## config.mk

```make
export PLATFORM = sky130hd
export DESIGN_NAME = tpw_timer
export DESIGN_NICKNAME = d
export VERILOG_FILES = /design/src/verilog/tpw_pkg.sv /design/src/verilog/tpw_timer.sv
export SDC_FILE = /design/constraint.sdc
export NUM_CORES = 1
export LEC_CHECK = 0
export BUFFER_PORTS_ARGS = -buffer_cell sky130_fd_sc_hd__buf_2
export CAP_MARGIN = 5
export CORE_MARGIN = 2
export CORE_UTILIZATION = 40
export CTS_CLUSTER_SIZE = 25
export DETAILED_ROUTE_END_ITERATION = 8
export PLACE_DENSITY = 0.66
export SLEW_MARGIN = 20
export SYNTH_ARGS = -nofsm -noshare
export SYNTH_HDL_FRONTEND = slang
export SYNTH_SLANG_ARGS = --single-unit
```

## constraint.sdc

```tcl
create_clock -name CLK_SYS -period 3.5 [get_ports CLK_SYS]
set_clock_uncertainty 0.15 [all_clocks]
set_input_delay 0.7 -clock CLK_SYS [delete_from_list [all_inputs] [get_ports CLK_SYS]]
set_output_delay 0.7 -clock CLK_SYS [all_outputs]
set_load 0.02 [all_outputs]
```

## src/verilog/tpw_pkg.sv

```systemverilog
// Constants and state carrier types for the 16-bit timer PWM block.
// Assumes a byte-addressed classic Wishbone bus with 32-bit data words.
package tpw_pkg;

	// Register byte offsets
	localparam logic [7:0] OFS_CTRL_A      = 8'h00;
	localparam logic [7:0] OFS_CTRL_B      = 8'h04;
	localparam logic [7:0] OFS_STATUS      = 8'h08;
	localparam logic [7:0] OFS_CMP1_HI     = 8'h0c;
	localparam logic [7:0] OFS_CMP1_LO     = 8'h10;
	localparam logic [7:0] OFS_CMP2_HI     = 8'h14;
	localparam logic [7:0] OFS_CMP2_LO     = 8'h18;
	localparam logic [7:0] OFS_CNT_HI      = 8'h1c;
	localparam logic [7:0] OFS_CNT_LO      = 8'h20;
	localparam logic [7:0] OFS_ALT_HI      = 8'h24;
	localparam logic [7:0] OFS_ALT_LO      = 8'h28;
	localparam logic [7:0] OFS_CAP1_HI     = 8'h2c;
	localparam logic [7:0] OFS_CAP1_LO     = 8'h30;
	localparam logic [7:0] OFS_CAP2_HI     = 8'h34;
	localparam logic [7:0] OFS_CAP2_LO     = 8'h38;

	// Control A fields
	localparam int CA_CAPTURE_IRQ_ENABLE  = 7;
	localparam int CA_MATCH_IRQ_ENABLE    = 6;
	localparam int CA_OVERFLOW_IRQ_ENABLE = 5;
	localparam int CA_FORCE_LEVEL_B       = 4;
	localparam int CA_FORCE_LEVEL_A       = 3;
	localparam int CA_LEVEL_AFTER_MATCH_B = 2;
	localparam int CA_CAPTURE_EDGE_A      = 1;
	localparam int CA_LEVEL_AFTER_MATCH_A = 0;

	// Control B fields
	localparam int CB_PIN_A_ENABLE        = 7;
	localparam int CB_PIN_B_ENABLE        = 6;
	localparam int CB_SINGLE_PULSE        = 5;
	localparam int CB_PWM                 = 4;
	localparam int CB_CLOCK_SEL_HI        = 3;
	localparam int CB_CLOCK_SEL_LO        = 2;
	localparam int CB_CAPTURE_EDGE_B      = 1;
	localparam int CB_EXT_EDGE            = 0;

	// Status fields; flags kept as flg[4:0] = status[7:3]
	localparam int ST_FLAG_LSB            = 3;
	localparam int ST_TIMER_DISABLE       = 2;
	localparam int FL_CAPTURE_A           = 4;
	localparam int FL_MATCH_A             = 3;
	localparam int FL_OVERFLOW            = 2;
	localparam int FL_CAPTURE_B           = 1;
	localparam int FL_MATCH_B             = 0;

	// Reset values and fixed counts
	localparam logic [7:0]  RST_CTRL_A    = 8'h00;
	localparam logic [7:0]  RST_CTRL_B    = 8'h00;
	localparam logic [15:0] RST_COMPARE   = 16'h8000;
	localparam logic [15:0] RST_COUNTER   = 16'hfffc;
	localparam logic [15:0] CNT_RELOAD    = 16'hfffc;
	localparam logic [15:0] CAP_PULSE_VAL = 16'hfffd;
	localparam logic [15:0] CNT_TOP       = 16'hffff;

	// Timer clock selection codes
	localparam logic [1:0] CLK_DIV4       = 2'h0;
	localparam logic [1:0] CLK_DIV2       = 2'h1;
	localparam logic [1:0] CLK_DIV8       = 2'h2;
	localparam logic [1:0] CLK_EXT        = 2'h3;
	localparam logic [2:0] PRESC_MASK4    = 3'h3;
	localparam logic [2:0] PRESC_MASK2    = 3'h1;
	localparam logic [2:0] PRESC_MASK8    = 3'h7;

	typedef struct packed {
		logic [7:0]  ctrl_a;
		logic [7:0]  ctrl_b;
		logic        timer_off;
		logic [4:0]  flg;
		logic [4:0]  arm;
		logic [15:0] cnt;
		logic [2:0]  presc;
		logic [15:0] cmp1_wr;
		logic [15:0] cmp2_wr;
		logic [15:0] cmp1_act;
		logic [15:0] cmp2_act;
		logic [1:0]  cmp_hold;
		logic [15:0] cap1;
		logic [15:0] cap2;
		logic        pin_a;
		logic        pin_b;
		logic [1:0]  halt_arm;
		logic        halt_d;
		logic        ack;
		logic [7:0]  dat;
		logic        cap_a_m;
		logic        cap_a_s;
		logic        cap_a_p;
		logic        cap_b_m;
		logic        cap_b_s;
		logic        cap_b_p;
		logic        ext_m;
		logic        ext_s;
		logic        ext_p;
	} tpw_state_t;

endpackage : tpw_pkg

```

## src/verilog/tpw_timer.sv

```systemverilog
// 16-bit timer with PWM mode, captures, compares and shared interrupt.
// Assumes a classic Wishbone master on CLK_SYS and asynchronous pins.
//
// Register access over Wishbone and the placing of the registers were chosen for this implementation.

module tpw_timer (
	// Clock and reset
	input  wire logic        CLK_SYS,
	input  wire logic        RST_B,
	// Wishbone slave
	input  wire logic        WB_CYC_I,
	input  wire logic        WB_STB_I,
	input  wire logic        WB_WE_I,
	input  wire logic [7:0]  WB_ADR_I,
	input  wire logic [3:0]  WB_SEL_I,
	input  wire logic [31:0] WB_DAT_I,
	output logic      [31:0] WB_DAT_O,
	output logic             WB_ACK_O,
	// Timer pins
	input  wire logic        CAPTURE_IN_PIN_A,
	input  wire logic        CAPTURE_IN_PIN_B,
	input  wire logic        EXT_TIMER_CLK,
	output logic             COMPARE_OUT_PIN_A,
	output logic             COMPARE_OUT_PIN_A_OE,
	output logic             COMPARE_OUT_PIN_B,
	output logic             COMPARE_OUT_PIN_B_OE,
	// Core power and interrupt
	input  wire logic        CPU_IRQ_MASK,
	input  wire logic        WAIT_MODE,
	input  wire logic        HALT_MODE,
	output logic             TIMER_IRQ,
	output logic             WAIT_WAKE_REQ
);

	tpw_pkg::tpw_state_t s_r;
	tpw_pkg::tpw_state_t s_nxt;

	logic       acc;
	logic       wr;
	logic       rd;
	logic [7:0] wd;
	logic       pwm;
	logic       single_pulse_enable;
	logic       run;
	logic       tick;
	logic       edge_a;
	logic       edge_b;
	logic       ext_edge;
	logic       m1;
	logic       m2;
	logic       wake;
	logic [4:0] set;
	logic [4:0] clr_acc;
	logic [4:0] clr;
	logic [2:0] pmask;

	always_comb
	begin
		s_nxt    = s_r;
		set      = 5'h00;
		clr_acc  = 5'h00;
		clr      = 5'h00;
		pmask    = tpw_pkg::PRESC_MASK4;
		tick     = 1'b0;
		acc      = WB_CYC_I & WB_STB_I & ~s_r.ack;
		wr       = acc & WB_WE_I & WB_SEL_I[0];
		rd       = acc & ~WB_WE_I;
		wd       = WB_DAT_I[7:0];
		s_nxt.ack = acc;

		// Two-stage synchronisers, edge detect on second stage only
		s_nxt.cap_a_m = CAPTURE_IN_PIN_A;
		s_nxt.cap_a_s = s_r.cap_a_m;
		s_nxt.cap_a_p = s_r.cap_a_s;
		s_nxt.cap_b_m = CAPTURE_IN_PIN_B;
		s_nxt.cap_b_s = s_r.cap_b_m;
		s_nxt.cap_b_p = s_r.cap_b_s;
		s_nxt.ext_m   = EXT_TIMER_CLK;
		s_nxt.ext_s   = s_r.ext_m;
		s_nxt.ext_p   = s_r.ext_s;
		edge_a   = (s_r.cap_a_s != s_r.cap_a_p)
			& (s_r.cap_a_s == s_r.ctrl_a[tpw_pkg::CA_CAPTURE_EDGE_A]);
		edge_b   = (s_r.cap_b_s != s_r.cap_b_p)
			& (s_r.cap_b_s == s_r.ctrl_b[tpw_pkg::CB_CAPTURE_EDGE_B]);
		ext_edge = (s_r.ext_s != s_r.ext_p)
			& (s_r.ext_s == s_r.ctrl_b[tpw_pkg::CB_EXT_EDGE]);

		pwm = s_r.ctrl_b[tpw_pkg::CB_PWM];
		single_pulse_enable = s_r.ctrl_b[tpw_pkg::CB_SINGLE_PULSE] & ~pwm;

		// Wait leaves the timer alone; halt and disable freeze it
		run = ~HALT_MODE & ~s_r.timer_off;
		s_nxt.halt_d = HALT_MODE;
		wake = s_r.halt_d & ~HALT_MODE;

		// Prescaler and tick select
		if (run)
			s_nxt.presc = s_r.presc + 3'h1;
		unique case (s_r.ctrl_b[tpw_pkg::CB_CLOCK_SEL_HI:tpw_pkg::CB_CLOCK_SEL_LO])
			tpw_pkg::CLK_DIV4: pmask = tpw_pkg::PRESC_MASK4;
			tpw_pkg::CLK_DIV2: pmask = tpw_pkg::PRESC_MASK2;
			tpw_pkg::CLK_DIV8: pmask = tpw_pkg::PRESC_MASK8;
			tpw_pkg::CLK_EXT:  pmask = tpw_pkg::PRESC_MASK8;
		endcase
		if (s_r.ctrl_b[tpw_pkg::CB_CLOCK_SEL_HI:tpw_pkg::CB_CLOCK_SEL_LO] == tpw_pkg::CLK_EXT)
			tick = run & ext_edge;
		else
			tick = run & ((s_r.presc & pmask) == pmask);

		// Compare matches, suspended between high and low byte writes
		m1 = tick & ~s_r.cmp_hold[0] & (s_r.cnt == s_r.cmp1_act);
		m2 = tick & ~s_r.cmp_hold[1] & (s_r.cnt == s_r.cmp2_act);

		// Counter
		if (tick)
		begin
			if (pwm && m2)
				s_nxt.cnt = tpw_pkg::CNT_RELOAD;
			else
			begin
				s_nxt.cnt = s_r.cnt + 16'h0001;
				if (s_r.cnt == tpw_pkg::CNT_TOP)
					set[tpw_pkg::FL_OVERFLOW] = 1'b1;
			end
		end

		// Output and flag behaviour per mode
		if (pwm)
		begin
			if (m2)
			begin
				s_nxt.pin_a = s_r.ctrl_a[tpw_pkg::CA_LEVEL_AFTER_MATCH_B];
				set[tpw_pkg::FL_CAPTURE_A] = 1'b1;
			end
			else if (m1)
				s_nxt.pin_a = s_r.ctrl_a[tpw_pkg::CA_LEVEL_AFTER_MATCH_A];
		end
		else if (single_pulse_enable)
		begin
			if (edge_a && run)
			begin
				s_nxt.cnt   = tpw_pkg::CNT_RELOAD;
				s_nxt.pin_a = s_r.ctrl_a[tpw_pkg::CA_LEVEL_AFTER_MATCH_B];
				s_nxt.cap1  = tpw_pkg::CAP_PULSE_VAL;
				set[tpw_pkg::FL_CAPTURE_A] = 1'b1;
			end
			else if (m1)
				s_nxt.pin_a = s_r.ctrl_a[tpw_pkg::CA_LEVEL_AFTER_MATCH_A];
			if (m2)
				set[tpw_pkg::FL_MATCH_B] = 1'b1;
		end
		else
		begin
			if (m1)
			begin
				set[tpw_pkg::FL_MATCH_A] = 1'b1;
				s_nxt.pin_a = s_r.ctrl_a[tpw_pkg::CA_LEVEL_AFTER_MATCH_A];
			end
			else if (s_r.ctrl_a[tpw_pkg::CA_FORCE_LEVEL_A])
				s_nxt.pin_a = s_r.ctrl_a[tpw_pkg::CA_LEVEL_AFTER_MATCH_A];
			if (m2)
			begin
				set[tpw_pkg::FL_MATCH_B] = 1'b1;
				s_nxt.pin_b = s_r.ctrl_a[tpw_pkg::CA_LEVEL_AFTER_MATCH_B];
			end
			else if (s_r.ctrl_a[tpw_pkg::CA_FORCE_LEVEL_B])
				s_nxt.pin_b = s_r.ctrl_a[tpw_pkg::CA_LEVEL_AFTER_MATCH_B];
		end

		// Input captures; pin A is cut off in PWM and used as trigger in single pulse
		if (HALT_MODE)
		begin
			if (edge_a && !pwm && !single_pulse_enable)
				s_nxt.halt_arm[0] = 1'b1;
			if (edge_b)
				s_nxt.halt_arm[1] = 1'b1;
		end
		else
		begin
			if (edge_a && !pwm && !single_pulse_enable)
			begin
				s_nxt.cap1 = s_r.cnt;
				set[tpw_pkg::FL_CAPTURE_A] = 1'b1;
			end
			if (edge_b)
			begin
				s_nxt.cap2 = s_r.cnt;
				set[tpw_pkg::FL_CAPTURE_B] = 1'b1;
			end
		end
		if (wake)
		begin
			if (s_r.halt_arm[0])
			begin
				s_nxt.cap1 = s_r.cnt;
				set[tpw_pkg::FL_CAPTURE_A] = 1'b1;
			end
			if (s_r.halt_arm[1])
			begin
				s_nxt.cap2 = s_r.cnt;
				set[tpw_pkg::FL_CAPTURE_B] = 1'b1;
			end
			s_nxt.halt_arm = 2'h0;
		end

		// PWM mode suppresses both match flags
		if (pwm)
			set[tpw_pkg::FL_MATCH_A] = 1'b0;
		if (pwm)
			set[tpw_pkg::FL_MATCH_B] = 1'b0;

		// Register writes and low-byte accesses
		if (wr)
		begin
			unique case (WB_ADR_I)
				tpw_pkg::OFS_CTRL_A:  s_nxt.ctrl_a = wd;
				tpw_pkg::OFS_CTRL_B:  s_nxt.ctrl_b = wd;
				tpw_pkg::OFS_STATUS:  s_nxt.timer_off = wd[tpw_pkg::ST_TIMER_DISABLE];
				tpw_pkg::OFS_CMP1_HI:
				begin
					s_nxt.cmp1_wr[15:8] = wd;
					s_nxt.cmp_hold[0]   = 1'b1;
				end
				tpw_pkg::OFS_CMP1_LO:
				begin
					s_nxt.cmp1_wr[7:0] = wd;
					s_nxt.cmp_hold[0]  = 1'b0;
				end
				tpw_pkg::OFS_CMP2_HI:
				begin
					s_nxt.cmp2_wr[15:8] = wd;
					s_nxt.cmp_hold[1]   = 1'b1;
				end
				tpw_pkg::OFS_CMP2_LO:
				begin
					s_nxt.cmp2_wr[7:0] = wd;
					s_nxt.cmp_hold[1]  = 1'b0;
				end
				default: ;
			endcase
		end
		if (acc)
		begin
			unique case (WB_ADR_I)
				tpw_pkg::OFS_CAP1_LO: clr_acc[tpw_pkg::FL_CAPTURE_A] = 1'b1;
				tpw_pkg::OFS_CMP1_LO: clr_acc[tpw_pkg::FL_MATCH_A]   = 1'b1;
				tpw_pkg::OFS_CNT_LO:  clr_acc[tpw_pkg::FL_OVERFLOW]  = 1'b1;
				tpw_pkg::OFS_CAP2_LO: clr_acc[tpw_pkg::FL_CAPTURE_B] = 1'b1;
				tpw_pkg::OFS_CMP2_LO: clr_acc[tpw_pkg::FL_MATCH_B]   = 1'b1;
				default: ;
			endcase
		end

		// Double buffering: in PWM only the period end loads new values
		if (!pwm || m2)
		begin
			s_nxt.cmp1_act = s_nxt.cmp1_wr;
			s_nxt.cmp2_act = s_nxt.cmp2_wr;
		end

		// Flag clear sequence; a same-cycle set wins
		clr = s_r.arm & clr_acc;
		s_nxt.flg = (s_r.flg & ~clr) | set;
		if (rd && WB_ADR_I == tpw_pkg::OFS_STATUS)
			s_nxt.arm = s_r.flg;
		else
			s_nxt.arm = s_r.arm & ~clr;

		// Read data
		if (rd)
		begin
			unique case (WB_ADR_I)
				tpw_pkg::OFS_CTRL_A:  s_nxt.dat = s_r.ctrl_a;
				tpw_pkg::OFS_CTRL_B:  s_nxt.dat = s_r.ctrl_b;
				tpw_pkg::OFS_STATUS:
					s_nxt.dat = {s_r.flg, s_r.timer_off, 2'h0};
				tpw_pkg::OFS_CMP1_HI: s_nxt.dat = s_r.cmp1_wr[15:8];
				tpw_pkg::OFS_CMP1_LO: s_nxt.dat = s_r.cmp1_wr[7:0];
				tpw_pkg::OFS_CMP2_HI: s_nxt.dat = s_r.cmp2_wr[15:8];
				tpw_pkg::OFS_CMP2_LO: s_nxt.dat = s_r.cmp2_wr[7:0];
				tpw_pkg::OFS_CNT_HI:  s_nxt.dat = s_r.cnt[15:8];
				tpw_pkg::OFS_CNT_LO:  s_nxt.dat = s_r.cnt[7:0];
				tpw_pkg::OFS_ALT_HI:  s_nxt.dat = s_r.cnt[15:8];
				tpw_pkg::OFS_ALT_LO:  s_nxt.dat = s_r.cnt[7:0];
				tpw_pkg::OFS_CAP1_HI: s_nxt.dat = s_r.cap1[15:8];
				tpw_pkg::OFS_CAP1_LO: s_nxt.dat = s_r.cap1[7:0];
				tpw_pkg::OFS_CAP2_HI: s_nxt.dat = s_r.cap2[15:8];
				tpw_pkg::OFS_CAP2_LO: s_nxt.dat = s_r.cap2[7:0];
				default:              s_nxt.dat = 8'h00;
			endcase
		end
	end

	always_ff @(posedge CLK_SYS or negedge RST_B)
	begin
		if (!RST_B)
		begin
			s_r          <= '0;
			s_r.ctrl_a   <= tpw_pkg::RST_CTRL_A;
			s_r.ctrl_b   <= tpw_pkg::RST_CTRL_B;
			s_r.cnt      <= tpw_pkg::RST_COUNTER;
			s_r.cmp1_wr  <= tpw_pkg::RST_COMPARE;
			s_r.cmp2_wr  <= tpw_pkg::RST_COMPARE;
			s_r.cmp1_act <= tpw_pkg::RST_COMPARE;
			s_r.cmp2_act <= tpw_pkg::RST_COMPARE;
		end
		else
			s_r <= s_nxt;
	end

	// Bus outputs
	assign WB_ACK_O = s_r.ack;
	assign WB_DAT_O = {24'h000000, s_r.dat};

	// Pins: compare logic runs even while the pin is left to general I/O
	assign COMPARE_OUT_PIN_A    = s_r.pin_a;
	assign COMPARE_OUT_PIN_A_OE = s_r.ctrl_b[tpw_pkg::CB_PIN_A_ENABLE] & ~s_r.timer_off;
	assign COMPARE_OUT_PIN_B    = s_r.pin_b;
	assign COMPARE_OUT_PIN_B_OE = s_r.ctrl_b[tpw_pkg::CB_PIN_B_ENABLE] & ~s_r.timer_off
		& ~pwm & ~s_r.ctrl_b[tpw_pkg::CB_SINGLE_PULSE];

	// Shared interrupt
	assign TIMER_IRQ = ~CPU_IRQ_MASK & (
		(s_r.ctrl_a[tpw_pkg::CA_CAPTURE_IRQ_ENABLE]
			& (s_r.flg[tpw_pkg::FL_CAPTURE_A] | s_r.flg[tpw_pkg::FL_CAPTURE_B]))
		| (s_r.ctrl_a[tpw_pkg::CA_MATCH_IRQ_ENABLE]
			& (s_r.flg[tpw_pkg::FL_MATCH_A] | s_r.flg[tpw_pkg::FL_MATCH_B]))
		| (s_r.ctrl_a[tpw_pkg::CA_OVERFLOW_IRQ_ENABLE] & s_r.flg[tpw_pkg::FL_OVERFLOW]));
	assign WAIT_WAKE_REQ = TIMER_IRQ & WAIT_MODE & ~HALT_MODE;

endmodule : tpw_timer
```

==> results.json, run 1 <==
{
  "status": "finished clean",
  "synth.distinct_cells": 64,
  "yosysSeqAreaShare_pct": 50.31,
  "drive_gt1_share_pct": 30.64,
  "antenna_left": 0,
  "drtPass1Iterations": 7,
  "htreeDepth": 4,
  "wirelength_met1_mm": 10.21,
  "nets": 837,
  "grt_pass1_vias": 5793,
  "relSlewSlack_pct": 49.20,
  "start_util_pct": 41.01,
  "synth.largest_area_cell": "dfrtp_1",
  "cts_resized": 0,
  "synth_top_area_share_pct": 44.65,
  "num_antenna_cells": 0,
  "ys_ff_latch": 167,
  "wl_met3_mm": 2.007,
  "gp_congestion": 0.9546,
  "drv_slew": 0,
  "rsz0062_at_grt": "false",
  "hold_buffers": 0,
  "p_leak_nw": 4.180,
  "wl_met2_mm": 10.48,
  "fin_crit_sh_pct": 84.10,
  "overflow": 0,
  "max_clock_freq_mhz": 339.7,
  "cp_max_fo": 32,
  "startpoint_type": "flip-flop",
  "syn_inst": 746,
  "die_h_microns": 148.5,
  "syn_to_final_growth_pct": 11.70,
  "tns_ns": 0,
  "fin_util_pct": 45.80,
  "cp-end-kind": "flip-flop",
  "clkTransAtPathRegs_ns": 0.07,
  "max-clock-path-buffers": 2,
  "synthArstFlopShare_pct": 100.0,
  "clkLatencyLatePin_ns": 0.44,
  "synth_common_cells": "dfrtp_1, mux2_2, nand2_1",
  "drc": 0,
  "hpwlAfterDp_mm": 16.61,
  "synth.most_common_cell": "dfrtp_1",
  "period_needed_ns": 2.944,
  "cts_buffers": 17,
  "port_buffers": 42,
  "path_class": "flip-flop to flip-flop",
  "postCtsSetupRepairBufs": 0,
  "powerDensity_nw_per_um2": 492.0,
  "vias": 6081,
  "grt_start_max_net_pins": 79,
  "wl_per_cell_microns": 21.92,
  "synth_edf_count": 0,
  "arrival_ns": 3.12,
  "route.final.wire_length_mm": 23.31,
  "cap_violations": 0,
  "synth_area_leaders": "dfrtp_1, mux2_2, dfstp_2, xnor2_1, buf_4",
  "grt_pass1_wl_mm": 35.90,
  "cts_root_buf": "clkbuf_16",
  "cts_tree": "built",
  "yosys_most_used_dff": "dfrtp_1",
  "tightest_slew_ns": 0.7620,
  "clock-sinks": 167,
  "drt_iter0_drc": 583,
  "antenna_found_initial": 0,
  "peakVddDrop_mv": 0.3273,
  "finalSetupViolCount": 0,
  "hp-class": "input pin to asynchronous set/reset pin",
  "finalHoldViolations": 0,
  "die_w_microns": 148.5,
  "gr-usage-all-layers_pct": 21.98,
  "io_pins": 94,
  "required_ns": 3.67,
  "viasPerCell": 5.721,
  "fp-row-count": 52,
  "top_layer": "met4",
  "core_region_area_sq_um": 20360,
  "yosysWarnings": 0,
  "syn_area_per_cell_sq_um": 11.19,
  "dieArea_sq_um": 22050,
  "syn_area_sq_um": 8351
}
## metal layers
metal  GRT usage, %  vias to the layer above
met3          5.920                       38
met2          33.08                      287
met4          6.762                        0
li1               -                     2678
met5              0                        -
met1          31.14                     3078
## through the flow
stage	power (W)	setup slack [ns]	hold WS, ns	instances	instance area (sq um)
5_1_grt	0.004757	0.4059	0.2041	1063	9328
4_1_cts	0.004601	0.6187	0.1941	1063	9328
3_3_place_gp	0.002772	0.4359	0.1846	1031	8752
2_1_floorplan	0.002587	0.8900	0.1812	769	8437
3_5_place_dp	0.002786	0.4233	0.1847	1031	8752
6_report	0.004589	0.5563	0.1545	1063	9328
## critical path, cell delays in order, from the launching register on
cell and delay [ns]:
dfstp_2 0.67, xnor2_1 0.16, nand4_1 0.12, nor3_1 0.49, nand3_1 0.27, nand2_1 0.13
buf_4 0.42, mux2_2 0.40
## path summary, 6_finish.rpt
| kind | start | end | slack (ns) | depth (start not counted) |
|---|---|---|---|---|
| min | RST_B | s_r[75]$_DFFE_PN0P_ | 0.15 | 1 |
| max | s_r[133]$_DFF_PN1_ | s_r[60]$_DFFE_PN0P_ | 0.56 | 7 |
| min in group CLK_SYS | s_nxt[1]$_DFF_PN0_ | s_nxt[0]$_DFF_PN0_ | 0.19 | 0 |
| max in group asynchronous | RST_B | s_r[163]$_DFFE_PN0P_ | 2.24 | 2 |
| max reg2reg | s_r[133]$_DFF_PN1_ | s_r[60]$_DFFE_PN0P_ | 0.56 | 7 |
| min reg2reg | s_nxt[1]$_DFF_PN0_ | s_nxt[0]$_DFF_PN0_ | 0.19 | 0 |
## cell usage in the layout, fill, tap and decap left out, types with 6 or more instances in the layout
cell,count
a21oi_1,20
a22o_1,6
a22oi_1,10
a31oi_1,12
buf_2,41
buf_4,23
clkbuf_16,19
conb_1,24
dfrtp_1,149
dfstp_2,18
inv_1,13
mux2_2,103
mux2i_1,7
nand2_1,60
nand3_1,24
nand4_1,18
nor2_1,41
nor2b_1,8
nor3_1,14
o21ai_0,34
o22ai_1,8
xnor2_1,40
xor2_1,8
## logic make-up (layout without fill, tap and decap cells)
| family | count (synthesis) | count (layout) | share of synthesized area [%] |
|---|---|---|---|
| muxes | 115 | 115 | 15.81 |
| xor gates and xnor gates | 48 | 48 | 5.035 |
| and+or+nand+nor | 205 | 205 | 13.14 |
| buffers and inverters | 87 | 111 | 5.859 |
| other | 1 | 24 | 0.04491 |
| adders and majority gates | 2 | 2 | 0.2996 |
| AOI/OAI and AO/OA | 121 | 121 | 9.500 |
| DFF | 167 | 167 | 50.31 |
## area by class of cell
cell class	instances	area [sq um]
Fill cell	1872	11040
Sequential cell	167	4202
Multi-Input combinational cell	515	3755
Clock buffer	20	489.2
Timing Repair Buffer	66	409.1
Tap cell	270	337.8
Clock inverter	12	86.33
Inverter	13	48.80
## state kept, by name, summed over array words and instances, names as in the netlist
register,cells
s_nxt,6
WB_DAT_O,8
COMPARE_OUT_PIN_B,1
COMPARE_OUT_PIN_A,1
pwm,1
WB_ACK_O,1
s_r,149
## where the power goes
part	switching [W]	total (W)	leakage [nW]	internal, W
logic	0.000359	0.000586	1.72	0.000228
clock network	0.000818	0.00183	0.280	0.00102
registers	0.000118	0.00217	2.18	0.00205
Note: power is estimated with default switching activity, not from simulation.
==> inputs of run 2 (changes only) <==
clock period = 2.82 ns   (was 3.5 ns; I/O delays follow)
==> results.json, run 2 (same netlist as run 1, synthesis figures left out) <==
{
  "status": "finished clean",
  "powerDensity_nw_per_um2": 617.2,
  "clkTransAtPathRegs_ns": 0.07,
  "num_antenna_cells": 0,
  "drc": 0,
  "dp_cells": 1056,
  "start_util_pct": 41.01,
  "dieArea_sq_um": 22050,
  "reg2reg_slack_ns": 0.25,
  "stdcell_count": 1089,
  "max_clock_freq_mhz": 389.6,
  "grt_start_max_net_pins": 60,
  "layout_setup_ws_ns": 0.2530,
  "hp-class": "input pin to flip-flop",
  "clkLatencyLatePin_ns": 0.43,
  "mostFrequentLayoutCell": "dfrtp_1",
  "cp-end-kind": "flip-flop",
  "startpoint_type": "flip-flop",
  "drt_iter0_drc": 585,
  "tns_ns": 0,
  "multi_input_area_sq_um": 3755,
  "io_pins": 94,
  "r2r_cells": 8,
  "cap_violations": 0,
  "path_class": "flip-flop to flip-flop",
  "fp-row-count": 52,
  "core_region_area_sq_um": 20360,
  "relSlewSlack_pct": 65.05,
  "cp_max_fo": 32,
  "max-clock-path-buffers": 2,
  "cts_root_buf": "clkbuf_16",
  "nets": 863,
  "p_leak_nw": 4.334,
  "rsz0062_at_grt": "false",
  "startpoint": "s_r[127]$_DFF_PN1_",
  "finalHoldViolations": 0,
  "viasPerCell": 5.574,
  "pre_cts_slack_ns": 0.02888,
  "seqCellArea_sq_um": 4202,
  "die_w_microns": 148.5,
  "die_h_microns": 148.5,
  "gr-usage-all-layers_pct": 22.68,
  "wl_per_cell_microns": 21.86,
  "syn_to_final_growth_pct": 14.88,
  "grt_pass1_vias": 6019,
  "required_ns": 2.98,
  "grt_pass1_wl_mm": 36.80,
  "arrival_ns": 2.73,
  "drtPass1Iterations": 6,
  "htreeDepth": 4,
  "gp_congestion": 0.9416,
  "reg2reg_to": "s_r[59]$_DFFE_PN0P_",
  "overflow": 0,
  "port_buffers": 42,
  "nFillCells": 1879,
  "postCtsSetupRepairBufs": 0,
  "cts_tree": "built",
  "route.final.wire_length_mm": 23.80,
  "drv_slew": 0,
  "largest_register": "s_r",
  "largest_reg_flops": 149,
  "hold_start": "CAPTURE_IN_PIN_A",
  "fin_crit_sh_pct": 91.03,
  "period_needed_ns": 2.567,
  "r2r_start": "s_r[127]$_DFF_PN1_",
  "crit_path_end": "s_r[59]$_DFFE_PN0P_",
  "clock-sinks": 167,
  "peakVddDrop_mv": 0.4809,
  "mostFrequentLayoutCells": "dfrtp_1, mux2_2, nand2_1",
  "holdWs_ns": 0.08878,
  "antenna_found_initial": 0,
  "drive_gt1_share_pct": 32.72,
  "antenna_left": 0,
  "vias": 6070,
  "finalSetupViolCount": 0,
  "hpwlAfterDp_mm": 17.22,
  "cts_buffers": 17,
  "tightest_slew_ns": 0.5202
}
-- run 2: cell types whose count changed in the layout (fill, tap and decap cells not counted), moves of 2 or more --
| cell | delta |
|---|---|
| buf_4 | +23 |
| clkbuf_8 | +3 |
| clkinv_2 | -3 |
| buf_12 | +2 |
| bufinv_16 | +2 |
| clkbuf_16 | -2 |
| inv_6 | -2 |
| inv_8 | +2 |
-- run 2: final cells by class --
class / instances / area share [%]
Multi-Input combinational cell: 515 / 39.14
Inverter: 13 / 0.5087
Clock buffer: 21 / 5.008
Tap cell: 270 / 3.522
Sequential cell: 167 / 43.80
Clock inverter: 11 / 1.435
Timing Repair Buffer: 92 / 6.587
-- run 2: worst min-delay path by stage --
stage / depth (start not counted) / to
2_1_floorplan: 0 / COMPARE_OUT_PIN_A$_DFFE_PN0P_
3_3_place_gp: 0 / s_nxt[6]$_DFF_PN0_
3_5_place_dp: 0 / s_nxt[0]$_DFF_PN0_
4_1_cts: 1 / s_nxt[7]$_DFF_PN0_
5_1_grt: 1 / s_nxt[7]$_DFF_PN0_
6_report: 1 / s_nxt[7]$_DFF_PN0_
-- run 2: through the flow --
stage | power [W] | util, % | instance area [sq um]
finish | 0.005920 | 47.11 | 9593
global route | 0.006143 | 47.11 | 9593
CTS | 0.005946 | 47.11 | 9593
detailed placement | 0.003500 | 44.02 | 8965
global placement | 0.003485 | 44.02 | 8965
floorplan | 0.003211 | - | 8437
-- run 2: repair_timing --
item | CTS | global route
hold buffers | 1 | 0
resized for setup | 0 | 0
endpoints found under the hold margin | 20 | 0
endpoints found under the setup margin | 0 | 0
-- run 2: power breakdown --
part	switching (W)	internal, W
clock	0.00103	0.00142
sequential	0.000148	0.00255
combinational	0.000462	0.000310
total	0.00164	0.00428
-- run 2: worst max-delay path: stages (launching register included) --
cell,delay (ns)
dfstp_2,0.69
xnor2_1,0.16
nand4_1,0.12
nor3_1,0.30
buf_4,0.19
nand3_1,0.09
nand2_1,0.14
buf_12,0.23
mux2_2,0.36
-- run 2: per-layer routing --
layer / track usage [%] / vias up / wire, microns
met4: 7.429 / 0 / 608
li1: - / 2729 / -
met2: 34.84 / 281 / 10720
met1: 31.47 / 3011 / 10600
met3: 5.890 / 49 / 1867
met5: 0 / - / 0
